### config.mk
export PLATFORM = sky130hd
export DESIGN_NAME = wdr_regs
export DESIGN_NICKNAME = d
export VERILOG_FILES = /design/src/rtl/wdr_pkg.sv /design/src/rtl/wdr_counter.sv /design/src/rtl/wdr_regs.sv
export SDC_FILE = /design/constraint.sdc
export NUM_CORES = 1
export LEC_CHECK = 0
export BUFFER_PORTS_ARGS = -buffer_cell sky130_fd_sc_hd__buf_2
export CAP_MARGIN = 20
export CORE_MARGIN = 3
export CORE_UTILIZATION = 36
export DETAILED_ROUTE_END_ITERATION = 16
export PLACE_DENSITY = 0.58
export SLEW_MARGIN = 20
export SYNTH_ARGS = -nofsm -noshare
export SYNTH_HDL_FRONTEND = slang
export SYNTH_HIERARCHICAL = 1
export SYNTH_SLANG_ARGS = --single-unit
### constraint.sdc
create_clock -name mclk -period 3.7 [get_ports mclk]
set_input_delay 0.555 -clock mclk [delete_from_list [all_inputs] [get_ports mclk]]
set_output_delay 0.555 -clock mclk [all_outputs]
set_load 0.03 [all_outputs]
### src/rtl/wdr_pkg.sv
// watchdog register block: shared offsets, field positions, reset values
// assumes APB with 12-bit word-aligned byte offsets inside the block
package wdr_pkg;
  // ----------------------------------------
  // register offsets
  // ----------------------------------------
  localparam logic [11:0] OFF_START = 12'h000;
  localparam logic [11:0] OFF_EVENT = 12'h100;
  localparam logic [11:0] OFF_PUBLISH = 12'h180;
  localparam logic [11:0] OFF_IRQ_SET = 12'h304;
  localparam logic [11:0] OFF_IRQ_CLR = 12'h308;
  localparam logic [11:0] OFF_RUN = 12'h400;
  localparam logic [11:0] OFF_REQ = 12'h404;
  localparam logic [11:0] OFF_CRV = 12'h504;
  localparam logic [11:0] OFF_SLOT_EN = 12'h508;
  localparam logic [11:0] OFF_CONFIG = 12'h50C;
  localparam logic [11:0] OFF_SLOT_BASE = 12'h600;
  localparam logic [11:0] OFF_SLOT_LAST = 12'h61C;
  // ----------------------------------------
  // fields and reset values
  // ----------------------------------------
  localparam int NUM_SLOTS = 8;
  localparam int CHAN_W = 16;
  localparam int PUB_EN_BIT = 31;
  localparam int CFG_SLEEP_BIT = 0;
  localparam int CFG_HALT_BIT = 3;
  localparam logic [31:0] RELOAD_MAGIC = 32'h6E524635;
  localparam logic [31:0] PUBLISH_RST = 32'h00000000;
  localparam logic [7:0] SLOT_EN_RST = 8'h01;
  localparam logic CFG_SLEEP_RST = 1'h1;
  localparam logic CFG_HALT_RST = 1'h0;
  localparam logic [31:0] CRV_RST = 32'hFFFFFFFF;
  // ----------------------------------------
  // timing
  // ----------------------------------------
  localparam int MCLK_HZ = 200000000;
  localparam int LF_HZ = 32768;
  localparam int LF_DIV_DEF = MCLK_HZ / LF_HZ;
  localparam logic [1:0] IRQ_RESET_DELAY = 2'h2;
endpackage

### src/rtl/wdr_counter.sv
// watchdog down-counter on the low-frequency tick
// assumes tick is a one-cycle strobe on mclk
`timescale 1ns/10ps
module wdr_counter import wdr_pkg::*; (
  // clock and reset
  input wire logic mclk,
  input wire logic nrst,
  // control
  input wire logic tick,
  input wire logic load,
  input wire logic run,
  input wire logic hold,
  input wire logic [31:0] reload_value,
  // result
  output logic [31:0] count,
  output logic timeout
);
  // period is reload_value + 1 ticks: zero is counted as a tick of its own
  always_ff @(posedge mclk) begin
    if (!nrst) begin
      count <= CRV_RST;
    end else if (load) begin
      count <= reload_value;
    end else if (run && tick && !hold) begin
      if (count == 32'h00000000) begin
        count <= reload_value;
      end else begin
        count <= count - 32'h00000001;
      end
    end
  end

  always_ff @(posedge mclk) begin
    if (!nrst) begin
      timeout <= 1'b0;
    end else begin
      timeout <= run && tick && !hold && !load && (count == 32'h00000000);
    end
  end
endmodule

### src/rtl/wdr_regs.sv
// watchdog register block with APB slave, reload slots and reset request
// assumes nrst clears the block after a watchdog reset or wake from off
//
// How it works
// - publish register holds a read-write channel index in bits 15..0.
// - publish bit 31 enables timeout publishing; register resets to zero.
// - write 1 to irq set bit enables interrupt; read shows enable.
// - eight slot enable bits, only slot 0 enabled after reset.
// - config bit 0 low pauses countdown while cpu sleeps; resets high.
// - config bit 3 low pauses countdown while cpu halted; resets low.
// - only the exact magic value written to a slot counts as request.
// - 32-bit counter gives intervals from one tick up to 36 hours.
// - timeout period is reload value plus one low-frequency ticks.
// - reload only when every enabled slot has received the magic value.
// - once running, reload value, slot enable and config writes ignored.
// - timeout always resets; delayed two ticks when interrupt enabled.
`timescale 1ns/10ps
module wdr_regs import wdr_pkg::*; #(
  parameter int LF_DIV = LF_DIV_DEF
) (
  // clock and reset
  input wire logic mclk,
  input wire logic nrst,
  // apb slave
  input wire logic psel,
  input wire logic penable,
  input wire logic pwrite,
  input wire logic [11:0] paddr,
  input wire logic [31:0] pwdata,
  output logic [31:0] prdata,
  output logic pready,
  output logic pslverr,
  // processor state pins
  input wire logic cpu_sleeping,
  input wire logic cpu_halted,
  // results
  output logic irq,
  output logic wdt_reset,
  output logic publish_pulse,
  output logic [CHAN_W-1:0] publish_channel
);
  // ----------------------------------------
  // declarations
  // ----------------------------------------
  logic [1:0] sleep_sync;
  logic [1:0] halt_sync;
  logic [12:0] div_cnt;
  logic tick;
  logic running;
  logic [31:0] publish_cfg;
  logic inten;
  logic event_flag;
  logic [31:0] counter_reload_value;
  logic [NUM_SLOTS-1:0] slot_en;
  logic cfg_sleep;
  logic cfg_halt;
  logic [NUM_SLOTS-1:0] slot_done;
  logic [NUM_SLOTS-1:0] magic_now;
  logic reload;
  logic hold;
  logic timeout;
  logic [31:0] count;
  logic reset_pending;
  logic [1:0] delay_cnt;
  logic wr;
  logic access;
  logic [31:0] next_rdata;
  logic next_err;

  function automatic logic is_slot(input logic [11:0] addr);
    is_slot = (addr >= OFF_SLOT_BASE) && (addr <= OFF_SLOT_LAST) && (addr[1:0] == 2'h0);
  endfunction

  function automatic logic hit(input logic [11:0] addr, input logic [11:0] off);
    hit = (addr == off);
  endfunction

  // ----------------------------------------
  // apb handshake
  // ----------------------------------------
  // one wait state so read data comes from a flop
  assign access = psel && penable;
  assign wr = access && pready && pwrite;

  always_ff @(posedge mclk) begin
    if (!nrst) begin
      pready <= 1'b0;
    end else begin
      pready <= access && !pready;
    end
  end

  always_comb begin
    next_rdata = 32'h00000000;
    next_err = 1'b0;
    if (is_slot(paddr)) begin
      next_rdata = 32'h00000000;
    end else begin
      case (paddr)
        OFF_START: next_rdata = 32'h00000000;
        OFF_EVENT: next_rdata = {31'h00000000, event_flag};
        OFF_PUBLISH: next_rdata = publish_cfg;
        OFF_IRQ_SET: next_rdata = {31'h00000000, inten};
        OFF_IRQ_CLR: next_rdata = {31'h00000000, inten};
        OFF_RUN: next_rdata = {31'h00000000, running};
        OFF_REQ: next_rdata = {24'h000000, slot_en & ~slot_done};
        OFF_CRV: next_rdata = counter_reload_value;
        OFF_SLOT_EN: next_rdata = {24'h000000, slot_en};
        OFF_CONFIG: next_rdata = {28'h0000000, cfg_halt, 2'h0, cfg_sleep};
        default: next_err = 1'b1;
      endcase
    end
  end

  always_ff @(posedge mclk) begin
    if (!nrst) begin
      prdata <= 32'h00000000;
      pslverr <= 1'b0;
    end else if (access && !pready) begin
      prdata <= pwrite ? 32'h00000000 : next_rdata;
      pslverr <= next_err;
    end else begin
      prdata <= 32'h00000000;
      pslverr <= 1'b0;
    end
  end

  // ----------------------------------------
  // pin synchronisers and low-frequency tick
  // ----------------------------------------
  always_ff @(posedge mclk) begin
    if (!nrst) begin
      sleep_sync <= 2'h0;
      halt_sync <= 2'h0;
    end else begin
      sleep_sync <= {sleep_sync[0], cpu_sleeping};
      halt_sync <= {halt_sync[0], cpu_halted};
    end
  end

  // integer divide: tick rate is slightly above the nominal 32768 Hz
  always_ff @(posedge mclk) begin
    if (!nrst) begin
      div_cnt <= 13'h0000;
      tick <= 1'b0;
    end else if (div_cnt == 13'(LF_DIV - 1)) begin
      div_cnt <= 13'h0000;
      tick <= 1'b1;
    end else begin
      div_cnt <= div_cnt + 13'h0001;
      tick <= 1'b0;
    end
  end

  // ----------------------------------------
  // configuration registers
  // ----------------------------------------
  always_ff @(posedge mclk) begin
    if (!nrst) begin
      publish_cfg <= PUBLISH_RST;
    end else if (wr && hit(paddr, OFF_PUBLISH)) begin
      publish_cfg <= {pwdata[PUB_EN_BIT], 15'h0000, pwdata[CHAN_W-1:0]};
    end
  end

  always_ff @(posedge mclk) begin
    if (!nrst) begin
      inten <= 1'b0;
    end else if (wr && hit(paddr, OFF_IRQ_SET) && pwdata[0]) begin
      inten <= 1'b1;
    end else if (wr && hit(paddr, OFF_IRQ_CLR) && pwdata[0]) begin
      inten <= 1'b0;
    end
  end

  // locked while running; only nrst frees them again
  always_ff @(posedge mclk) begin
    if (!nrst) begin
      counter_reload_value <= CRV_RST;
      slot_en <= SLOT_EN_RST;
      cfg_sleep <= CFG_SLEEP_RST;
      cfg_halt <= CFG_HALT_RST;
    end else if (wr && !running) begin
      if (hit(paddr, OFF_CRV)) begin
        counter_reload_value <= pwdata;
      end
      if (hit(paddr, OFF_SLOT_EN)) begin
        slot_en <= pwdata[NUM_SLOTS-1:0];
      end
      if (hit(paddr, OFF_CONFIG)) begin
        cfg_sleep <= pwdata[CFG_SLEEP_BIT];
        cfg_halt <= pwdata[CFG_HALT_BIT];
      end
    end
  end

  always_ff @(posedge mclk) begin
    if (!nrst) begin
      running <= 1'b0;
    end else if (wr && hit(paddr, OFF_START) && pwdata[0]) begin
      running <= 1'b1;
    end
  end

  // ----------------------------------------
  // reload slots
  // ----------------------------------------
  // slot contents are not readable, so only a done flag per slot is kept
  always_comb begin
    magic_now = '0;
    for (int i = 0; i < NUM_SLOTS; i++) begin
      if (wr && is_slot(paddr) && paddr[4:2] == 3'(i) && pwdata == RELOAD_MAGIC) begin
        magic_now[i] = 1'b1;
      end
    end
  end

  assign reload = running && (((slot_done | magic_now) & slot_en) == slot_en);

  always_ff @(posedge mclk) begin
    if (!nrst) begin
      slot_done <= '0;
    end else if (reload) begin
      slot_done <= '0;
    end else begin
      slot_done <= slot_done | (magic_now & slot_en);
    end
  end

  // ----------------------------------------
  // countdown
  // ----------------------------------------
  assign hold = (sleep_sync[1] && !cfg_sleep) || (halt_sync[1] && !cfg_halt);

  wdr_counter u_counter (
    .mclk(mclk),
    .nrst(nrst),
    .tick(tick),
    .load(reload || (wr && hit(paddr, OFF_START) && !running)),
    .run(running),
    .hold(hold),
    .reload_value(counter_reload_value),
    .count(count),
    .timeout(timeout)
  );

  // ----------------------------------------
  // event, interrupt, publish and reset
  // ----------------------------------------
  // a timeout in the clearing cycle keeps the flag set
  always_ff @(posedge mclk) begin
    if (!nrst) begin
      event_flag <= 1'b0;
    end else if (timeout) begin
      event_flag <= 1'b1;
    end else if (wr && hit(paddr, OFF_EVENT) && !pwdata[0]) begin
      event_flag <= 1'b0;
    end
  end

  always_ff @(posedge mclk) begin
    if (!nrst) begin
      irq <= 1'b0;
    end else begin
      irq <= event_flag && inten;
    end
  end

  always_ff @(posedge mclk) begin
    if (!nrst) begin
      publish_pulse <= 1'b0;
      publish_channel <= '0;
    end else begin
      publish_pulse <= timeout && publish_cfg[PUB_EN_BIT];
      if (timeout) begin
        publish_channel <= publish_cfg[CHAN_W-1:0];
      end
    end
  end

  // the pending reset cannot be cancelled by software
  always_ff @(posedge mclk) begin
    if (!nrst) begin
      reset_pending <= 1'b0;
      delay_cnt <= 2'h0;
      wdt_reset <= 1'b0;
    end else if (timeout && !reset_pending && !wdt_reset) begin
      if (inten) begin
        reset_pending <= 1'b1;
        delay_cnt <= 2'h0;
      end else begin
        wdt_reset <= 1'b1;
      end
    end else if (reset_pending && tick) begin
      if (delay_cnt == IRQ_RESET_DELAY - 2'h1) begin
        reset_pending <= 1'b0;
        wdt_reset <= 1'b1;
      end else begin
        delay_cnt <= delay_cnt + 2'h1;
      end
    end
  end

  // ----------------------------------------
  // checks
  // ----------------------------------------
  // cycles spent waiting for the delayed reset; too long for a delay range
  logic [15:0] pend_cycles;

  always_ff @(posedge mclk) begin
    if (!nrst) begin
      pend_cycles <= 16'h0000;
    end else if (reset_pending) begin
      pend_cycles <= pend_cycles + 16'h0001;
    end else begin
      pend_cycles <= 16'h0000;
    end
  end
endmodule

==> impl_metrics.py, run 1 <==
metrics = {
    "worst_setup_path": {
        "critical_path.cell_chain": "buf_2 > or4_4 > or3_4 > or4_1 > o21ai_0 > and3_1 > a22o_4 > inv_1 > nand2_1 > nand2_1 > mux2_2 > o22ai_1 > o21ai_0",
        "crit_family": "simple AND/OR/NAND/NOR gates",
        "reg2reg_slack_ps": 810,
        "worstSetupStartpoint": "paddr[1]",
        "cp_data_required_time_ps": 3990,
        "crit_end": "u_counter/count[31]",
        "crit_path_end_kind": "register",
        "critPathSlowestCell": "or4_1",
        "cp-start-kind": "primary input",
        "arrival_ps": 3540,
        "path_class": "primary input to register",
        "cp_num_buf_inv": 2,
        "r2r_cells": 11,
        "worstPathMaxFanout": 6,
        "cp_num_cells": 13,
        "max_stage_delay_ps": 570,
        "timing.rr.end": "u_counter/count[7]",
        "crit-reg2reg-launch": "pready",
    },
    "place": {
        "place_worst_setup_slack_ps": 48.32,
        "place_congestion": 0.9065,
        "io_buffers": 103,
        "dp_hpwl_um": 16530,
    },
    "cts": {
        "clk_path_buf_depth": 2,
        "postCtsSetupBuffers": 0,
        "path_clk_slew_ps": 60,
        "cts_sinks": 177,
        "insertion_delay_ps": 430,
        "cts_tree": "done",
        "cts_buffers": 17,
        "htree_num_levels": 4,
        "hold_buffers": 0,
        "root_buffer": "clkbuf_16",
        "postCtsResizedCells": 0,
    },
    "timing": {
        "timing.final.ws_setup_ps": 450.4,
        "slew_headroom_pct": 28.08,
        "post-route-min-period_ps": 3250,
        "grt_setup_unrepaired": "false",
        "max_clock_freq_mhz": 307.7,
        "finalSetupViolCount": 0,
        "tns_ps": 0,
        "hold_viol": 0,
        "slew_viol_final": 0,
        "finClkSkew_ps": 9.176,
        "worstMarginPinSlew_ps": 1075,
        "timing.final.crit_share_pct": 87.83,
    },
    "synth": {
        "synth_common_cells": "dfxtp_1 (177), nand2_1 (149), nor2_1 (88)",
        "yosysSeqAreaShare_pct": 44.81,
        "ys_async_sr_fraction_pct": 0,
        "yosys_warnings": 6,
        "synth_enable_flop_cells": 0,
        "syn_nets": 1018,
        "synth_area_mm2": 0.007908,
        "avgSynthCellArea_um2": 8.220,
        "synth.area.top_cells": "dfxtp_1 (45%), nand2_1 (7.1%), nor2_1 (4.2%)",
        "synth_top_cell_by_area": "dfxtp_1",
        "synth_top_cell_area_share_pct": 44.81,
        "ys_seq_elements": 177,
        "synthFlopType": "dfxtp_1",
        "yosysMostFrequentCell": "dfxtp_1",
        "syn_inst": 962,
        "ys_types": 74,
    },
    "drt": {
        "wirelength_um": 23180,
        "drt-initial-drc-count": 607,
        "antenna_left": 0,
        "post_drt_wl_per_cell_um": 17.21,
        "drt_first_pass_iters": 6,
        "vias": 7409,
        "routed_via_density": 5.500,
        "post-route-drc-count": 0,
    },
    "power": {
        "p_per_area_mw_per_mm2": 422.6,
        "irDropWorstVdd_mv": 0.3082,
        "power.leakage_nw": 3.638,
    },
    "global_route": {
        "grt_pass1_wl_um": 37470,
        "grt_pass1_vias": 7075,
        "groute.usage.overall_pct": 19.32,
        "antenna_found_initial": 0,
        "grt_overflow_total": 0,
        "grt_start_max_net_pins": 57,
    },
    "layout": {
        "area_delta_synth_final_pct": 19.45,
        "antenna_cells": 0,
        "nFillCells": 2105,
        "finalNetCount": 1115,
        "final_util_pct": 44.37,
        "drive_gt1_share_pct": 18.19,
    },
    "die": {
        "die_h_um": 154.2,
        "die_area_mm2": 0.02378,
        "placeableCoreArea_mm2": 0.02129,
        "rows": 53,
        "ios": 104,
        "start_util_pct": 37.15,
        "dieWidth_um": 154.2,
    },
    "worst_hold_path": {
        "hold_path_class": "primary input to register",
    },
    "run_status": {
        "status": "finished, final reports clean",
    },
    "job": {
        "cap_violations": 0,
    },
}
stage by stage:
stage	cell area, um^2	hold slack [ps]	std cells	total power (W)
after floorplan	7908	411.9	962	0.002029
after global placement	8810	416.3	1315	0.002094
after detailed placement	8810	425.7	1315	0.002093
after CTS	9445	327.8	1347	0.004027
after global routing	9445	349.4	1347	0.004118
final	9445	341.6	1347	0.003991
state kept, by name, summed over array words and instances, names as in the netlist, 2 cells and up:
register	count
slot_done	8
counter_reload_value	32
u_counter/count	32
slot_en	8
publish_channel	16
halt_sync	2
publish_cfg	17
delay_cnt	2
div_cnt	13
sleep_sync	2
prdata	32
worst min path at each step:
| stage | end | start | depth (start not counted) |
|---|---|---|---|
| floorplan | halt_sync[1] | halt_sync[0] | 1 |
| global placement | sleep_sync[1] | sleep_sync[0] | 1 |
| detailed placement | sleep_sync[1] | sleep_sync[0] | 1 |
| CTS | counter_reload_value[27] | pwdata[27] | 3 |
| global route | halt_sync[0] | cpu_halted | 2 |
| finish | counter_reload_value[27] | pwdata[27] | 3 |
area by class of cell:
class / count / area [um^2] / area share [%]
timing repair buffer: 139 / 798.3 / 8.451
clock buffer: 20 / 456.7 / 4.835
multi-input combinational: 704 / 4049 / 42.87
inverter: 20 / 75.07 / 0.7948
tap: 275 / 344.1 / 3.643
sequential: 177 / 3543 / 37.51
clock inverter: 12 / 178.9 / 1.894
cell usage in the layout (no fill, tap or decap), types with 7 or more instances in the layout:
| cell | instances |
|---|---|
| xor2_1 | 9 |
| nor4_1 | 11 |
| nand4_1 | 21 |
| and3_1 | 20 |
| nor3_1 | 24 |
| nand2_1 | 149 |
| a211oi_1 | 9 |
| nand2b_1 | 12 |
| and2_1 | 10 |
| inv_1 | 20 |
| nor2_1 | 88 |
| a22oi_1 | 18 |
| a21oi_1 | 61 |
| o22ai_1 | 7 |
| o21ai_0 | 41 |
| nor2b_1 | 11 |
| nand3_1 | 65 |
| or4_1 | 7 |
| a41oi_1 | 8 |
| clkbuf_16 | 17 |
| buf_4 | 35 |
| o21ai_1 | 7 |
| mux2i_1 | 16 |
| buf_2 | 103 |
| dfxtp_1 | 177 |
report_power, final:
| part | internal [W] | switching, W |
|---|---|---|
| registers | 0.00191 | 0.00000834 |
| clock network | 0.00117 | 0.000770 |
| logic | 0.0000472 | 0.0000813 |
per-layer routing:
metal / part of all wire (%) / GRT usage [%] / vias to the layer above / wire (um)
met5: 0 / 0 / - / 0
met3: 4.8 / 2.910 / 52 / 1117
met1: 45 / 26.13 / 3484 / 10540
li1: - / - / 3635 / -
met2: 47 / 30.95 / 238 / 10820
met4: 3.0 / 8.032 / 0 / 700
tightest hold or removal path, cell delays in order:
cell	delay [ps]
buf_2	80
nand2_1	40
nand3_1	60
cell families (layout without fill, tap and decap cells):
| logic type | count (synthesis) | count (layout) | synth area share, % |
|---|---|---|---|
| buffers and inverters | 81 | 191 | 4.240 |
| and+or+nand+nor | 469 | 469 | 30.03 |
| xor gates and xnor gates | 13 | 13 | 1.440 |
| adders and majority gates | 5 | 5 | 0.7911 |
| DFF | 177 | 177 | 44.81 |
| AOI/OAI and AO/OA | 199 | 199 | 16.38 |
| muxes | 18 | 18 | 2.310 |
Power figures use the tool's default switching activity.
==> run 2: changes to the inputs <==
--- a/config.mk
+++ b/config.mk
@@ -11,6 +11,7 @@
 export CORE_UTILIZATION = 36
 export DETAILED_ROUTE_END_ITERATION = 16
 export PLACE_DENSITY = 0.58
+export SETUP_SLACK_MARGIN = 0.5
 export SLEW_MARGIN = 20
 export SYNTH_ARGS = -nofsm -noshare
 export SYNTH_HDL_FRONTEND = slang
==> impl_metrics.py, run 2 (same netlist as run 1, synthesis figures left out) <==
metrics = {
    "run_status": {
        "status": "finished, final reports clean",
    },
    "global_route": {
        "grt_start_max_net_pins": 76,
        "grt_pass1_wl_um": 37050,
        "groute.usage.overall_pct": 19.17,
        "grt_overflow_total": 0,
        "antenna_found_initial": 0,
        "grt_pass1_vias": 6901,
    },
    "drt": {
        "post-route-drc-count": 0,
        "post_drt_wl_per_cell_um": 17.37,
        "wirelength_um": 23400,
        "drt-initial-drc-count": 531,
        "drt_first_pass_iters": 6,
        "routed_via_density": 5.478,
        "antenna_left": 0,
        "vias": 7379,
    },
    "cts": {
        "cts_buffers": 17,
        "hold_buffers": 0,
        "cts_tree": "done",
        "path_clk_slew_ps": 60,
        "insertion_delay_ps": 430,
        "cts_sinks": 177,
        "htree_num_levels": 4,
        "root_buffer": "clkbuf_16",
        "clk_path_buf_depth": 2,
    },
    "worst_hold_path": {
        "hold_path_depth": 2,
        "hp-start": "cpu_sleeping",
        "hold_path_class": "primary input to register",
        "whs_endpoint": "sleep_sync[0]",
    },
    "timing": {
        "worstMarginPinSlew_ps": 1108,
        "grt_setup_unrepaired": "false",
        "slew_viol_final": 0,
        "timing.final.crit_share_pct": 82.03,
        "finClkSkew_ps": 11.26,
        "finalSetupViolCount": 0,
        "slew_headroom_pct": 25.84,
        "max_clock_freq_mhz": 329.5,
        "hold_viol": 0,
        "post-route-min-period_ps": 3035,
        "tns_ps": 0,
    },
    "worst_setup_path": {
        "crit-reg2reg-launch": "pready",
        "path_class": "primary input to register",
        "crit_path_end_kind": "register",
        "cp-start-kind": "primary input",
        "r2r_cells": 11,
        "timing.rr.end": "u_counter/count[21]",
        "cp_data_required_time_ps": 3970,
        "arrival_ps": 3310,
        "worstPathMaxFanout": 12,
        "reg2reg_slack_ps": 750,
    },
    "job": {
        "cap_violations": 0,
    },
    "layout": {
        "finalNetCount": 1116,
        "area_delta_synth_final_pct": 20.05,
        "largestRegisters": "counter_reload_value x32, prdata x32, u_counter/count x32",
        "antenna_cells": 0,
        "drive_gt1_share_pct": 18.75,
        "final_common_cell": "dfxtp_1",
        "layout_common_cells": "dfxtp_1 (177), nand2_1 (149), buf_2 (103)",
    },
    "die": {
        "start_util_pct": 37.15,
        "placeableCoreArea_mm2": 0.02129,
        "die_area_mm2": 0.02378,
        "die_h_um": 154.2,
        "rows": 53,
        "ios": 104,
        "dieWidth_um": 154.2,
    },
    "power": {
        "p_per_area_mw_per_mm2": 425.6,
        "irDropWorstVdd_mv": 0.3449,
        "p_total_w": 0.004040,
        "power.leakage_nw": 3.662,
    },
    "place": {
        "io_buffers": 103,
        "dp_hpwl_um": 16580,
        "place_congestion": 0.8822,
    },
}
run 2: final cells by class:
cell class              count  area, um^2
clock inverters            12       207.7
repair buffers            139       785.8
fillers                  2108       11790
flip-flops and latches    177        3543
multi-input cells         705        4089
inverters                  20       80.08
clock buffers              19       442.9
well taps                 275       344.1
run 2: how the worst max path moves through the flow:
stage / cells past startpoint / startpoint / end
2_1_floorplan: 14 / paddr[6] / u_counter/count[23]
3_3_place_gp: 12 / pwdata[27] / u_counter/count[21]
3_5_place_dp: 12 / pwdata[27] / u_counter/count[21]
4_1_cts: 12 / paddr[6] / u_counter/count[7]
5_1_grt: 11 / pready / u_counter/count[21]
6_report: 13 / paddr[6] / u_counter/count[31]
run 2: stage by stage:
stage	area [um^2]	util (%)	worst slack, ps	hold WS [ps]	std cells
2_1_floorplan	7954	-	420.3	411.9	962
3_3_place_gp	8821	41.44	115.3	420.1	1315
3_5_place_dp	8821	41.44	44.58	421.3	1315
4_1_cts	9474	44.51	640.2	320.4	1346
5_1_grt	9493	44.60	508.4	340.3	1347
6_report	9493	44.60	665.0	335.1	1347
run 2: routing by layer:
| metal | track usage, % | wire (um) | share of wire, % |
|---|---|---|---|
| met1 | 25.92 | 10750 | 46 |
| met4 | 5.257 | 330 | 1.4 |
| met5 | 0 | 0 | 0 |
| met2 | 31.63 | 11240 | 48 |
| met3 | 3.442 | 1079 | 4.6 |
run 2: where the power goes:
group	switching [W]	internal, W	total, W
logic	0.0000816	0.0000485	0.000130
registers	0.00000876	0.00191	0.00192
clock network	0.000768	0.00122	0.00199
total	0.000858	0.00318	0.00404
run 2: timing repair:
item,in CTS,in global routing
gates resized for setup,1,1
gates cloned,0,1
pin swaps,0,3
endpoints found under the setup margin,1,5
buffers inserted,0,0
run 2: critical path: stages:
cell and delay (ps):
buf_2 90, or4_4 570, or3_4 390, or4_4 440, o21ai_1 130, and3_1 200
a22o_4 200, inv_6 80, nand2_1 100, nand2_1 70, mux2_2 270, o22ai_1 100
o21ai_0 90
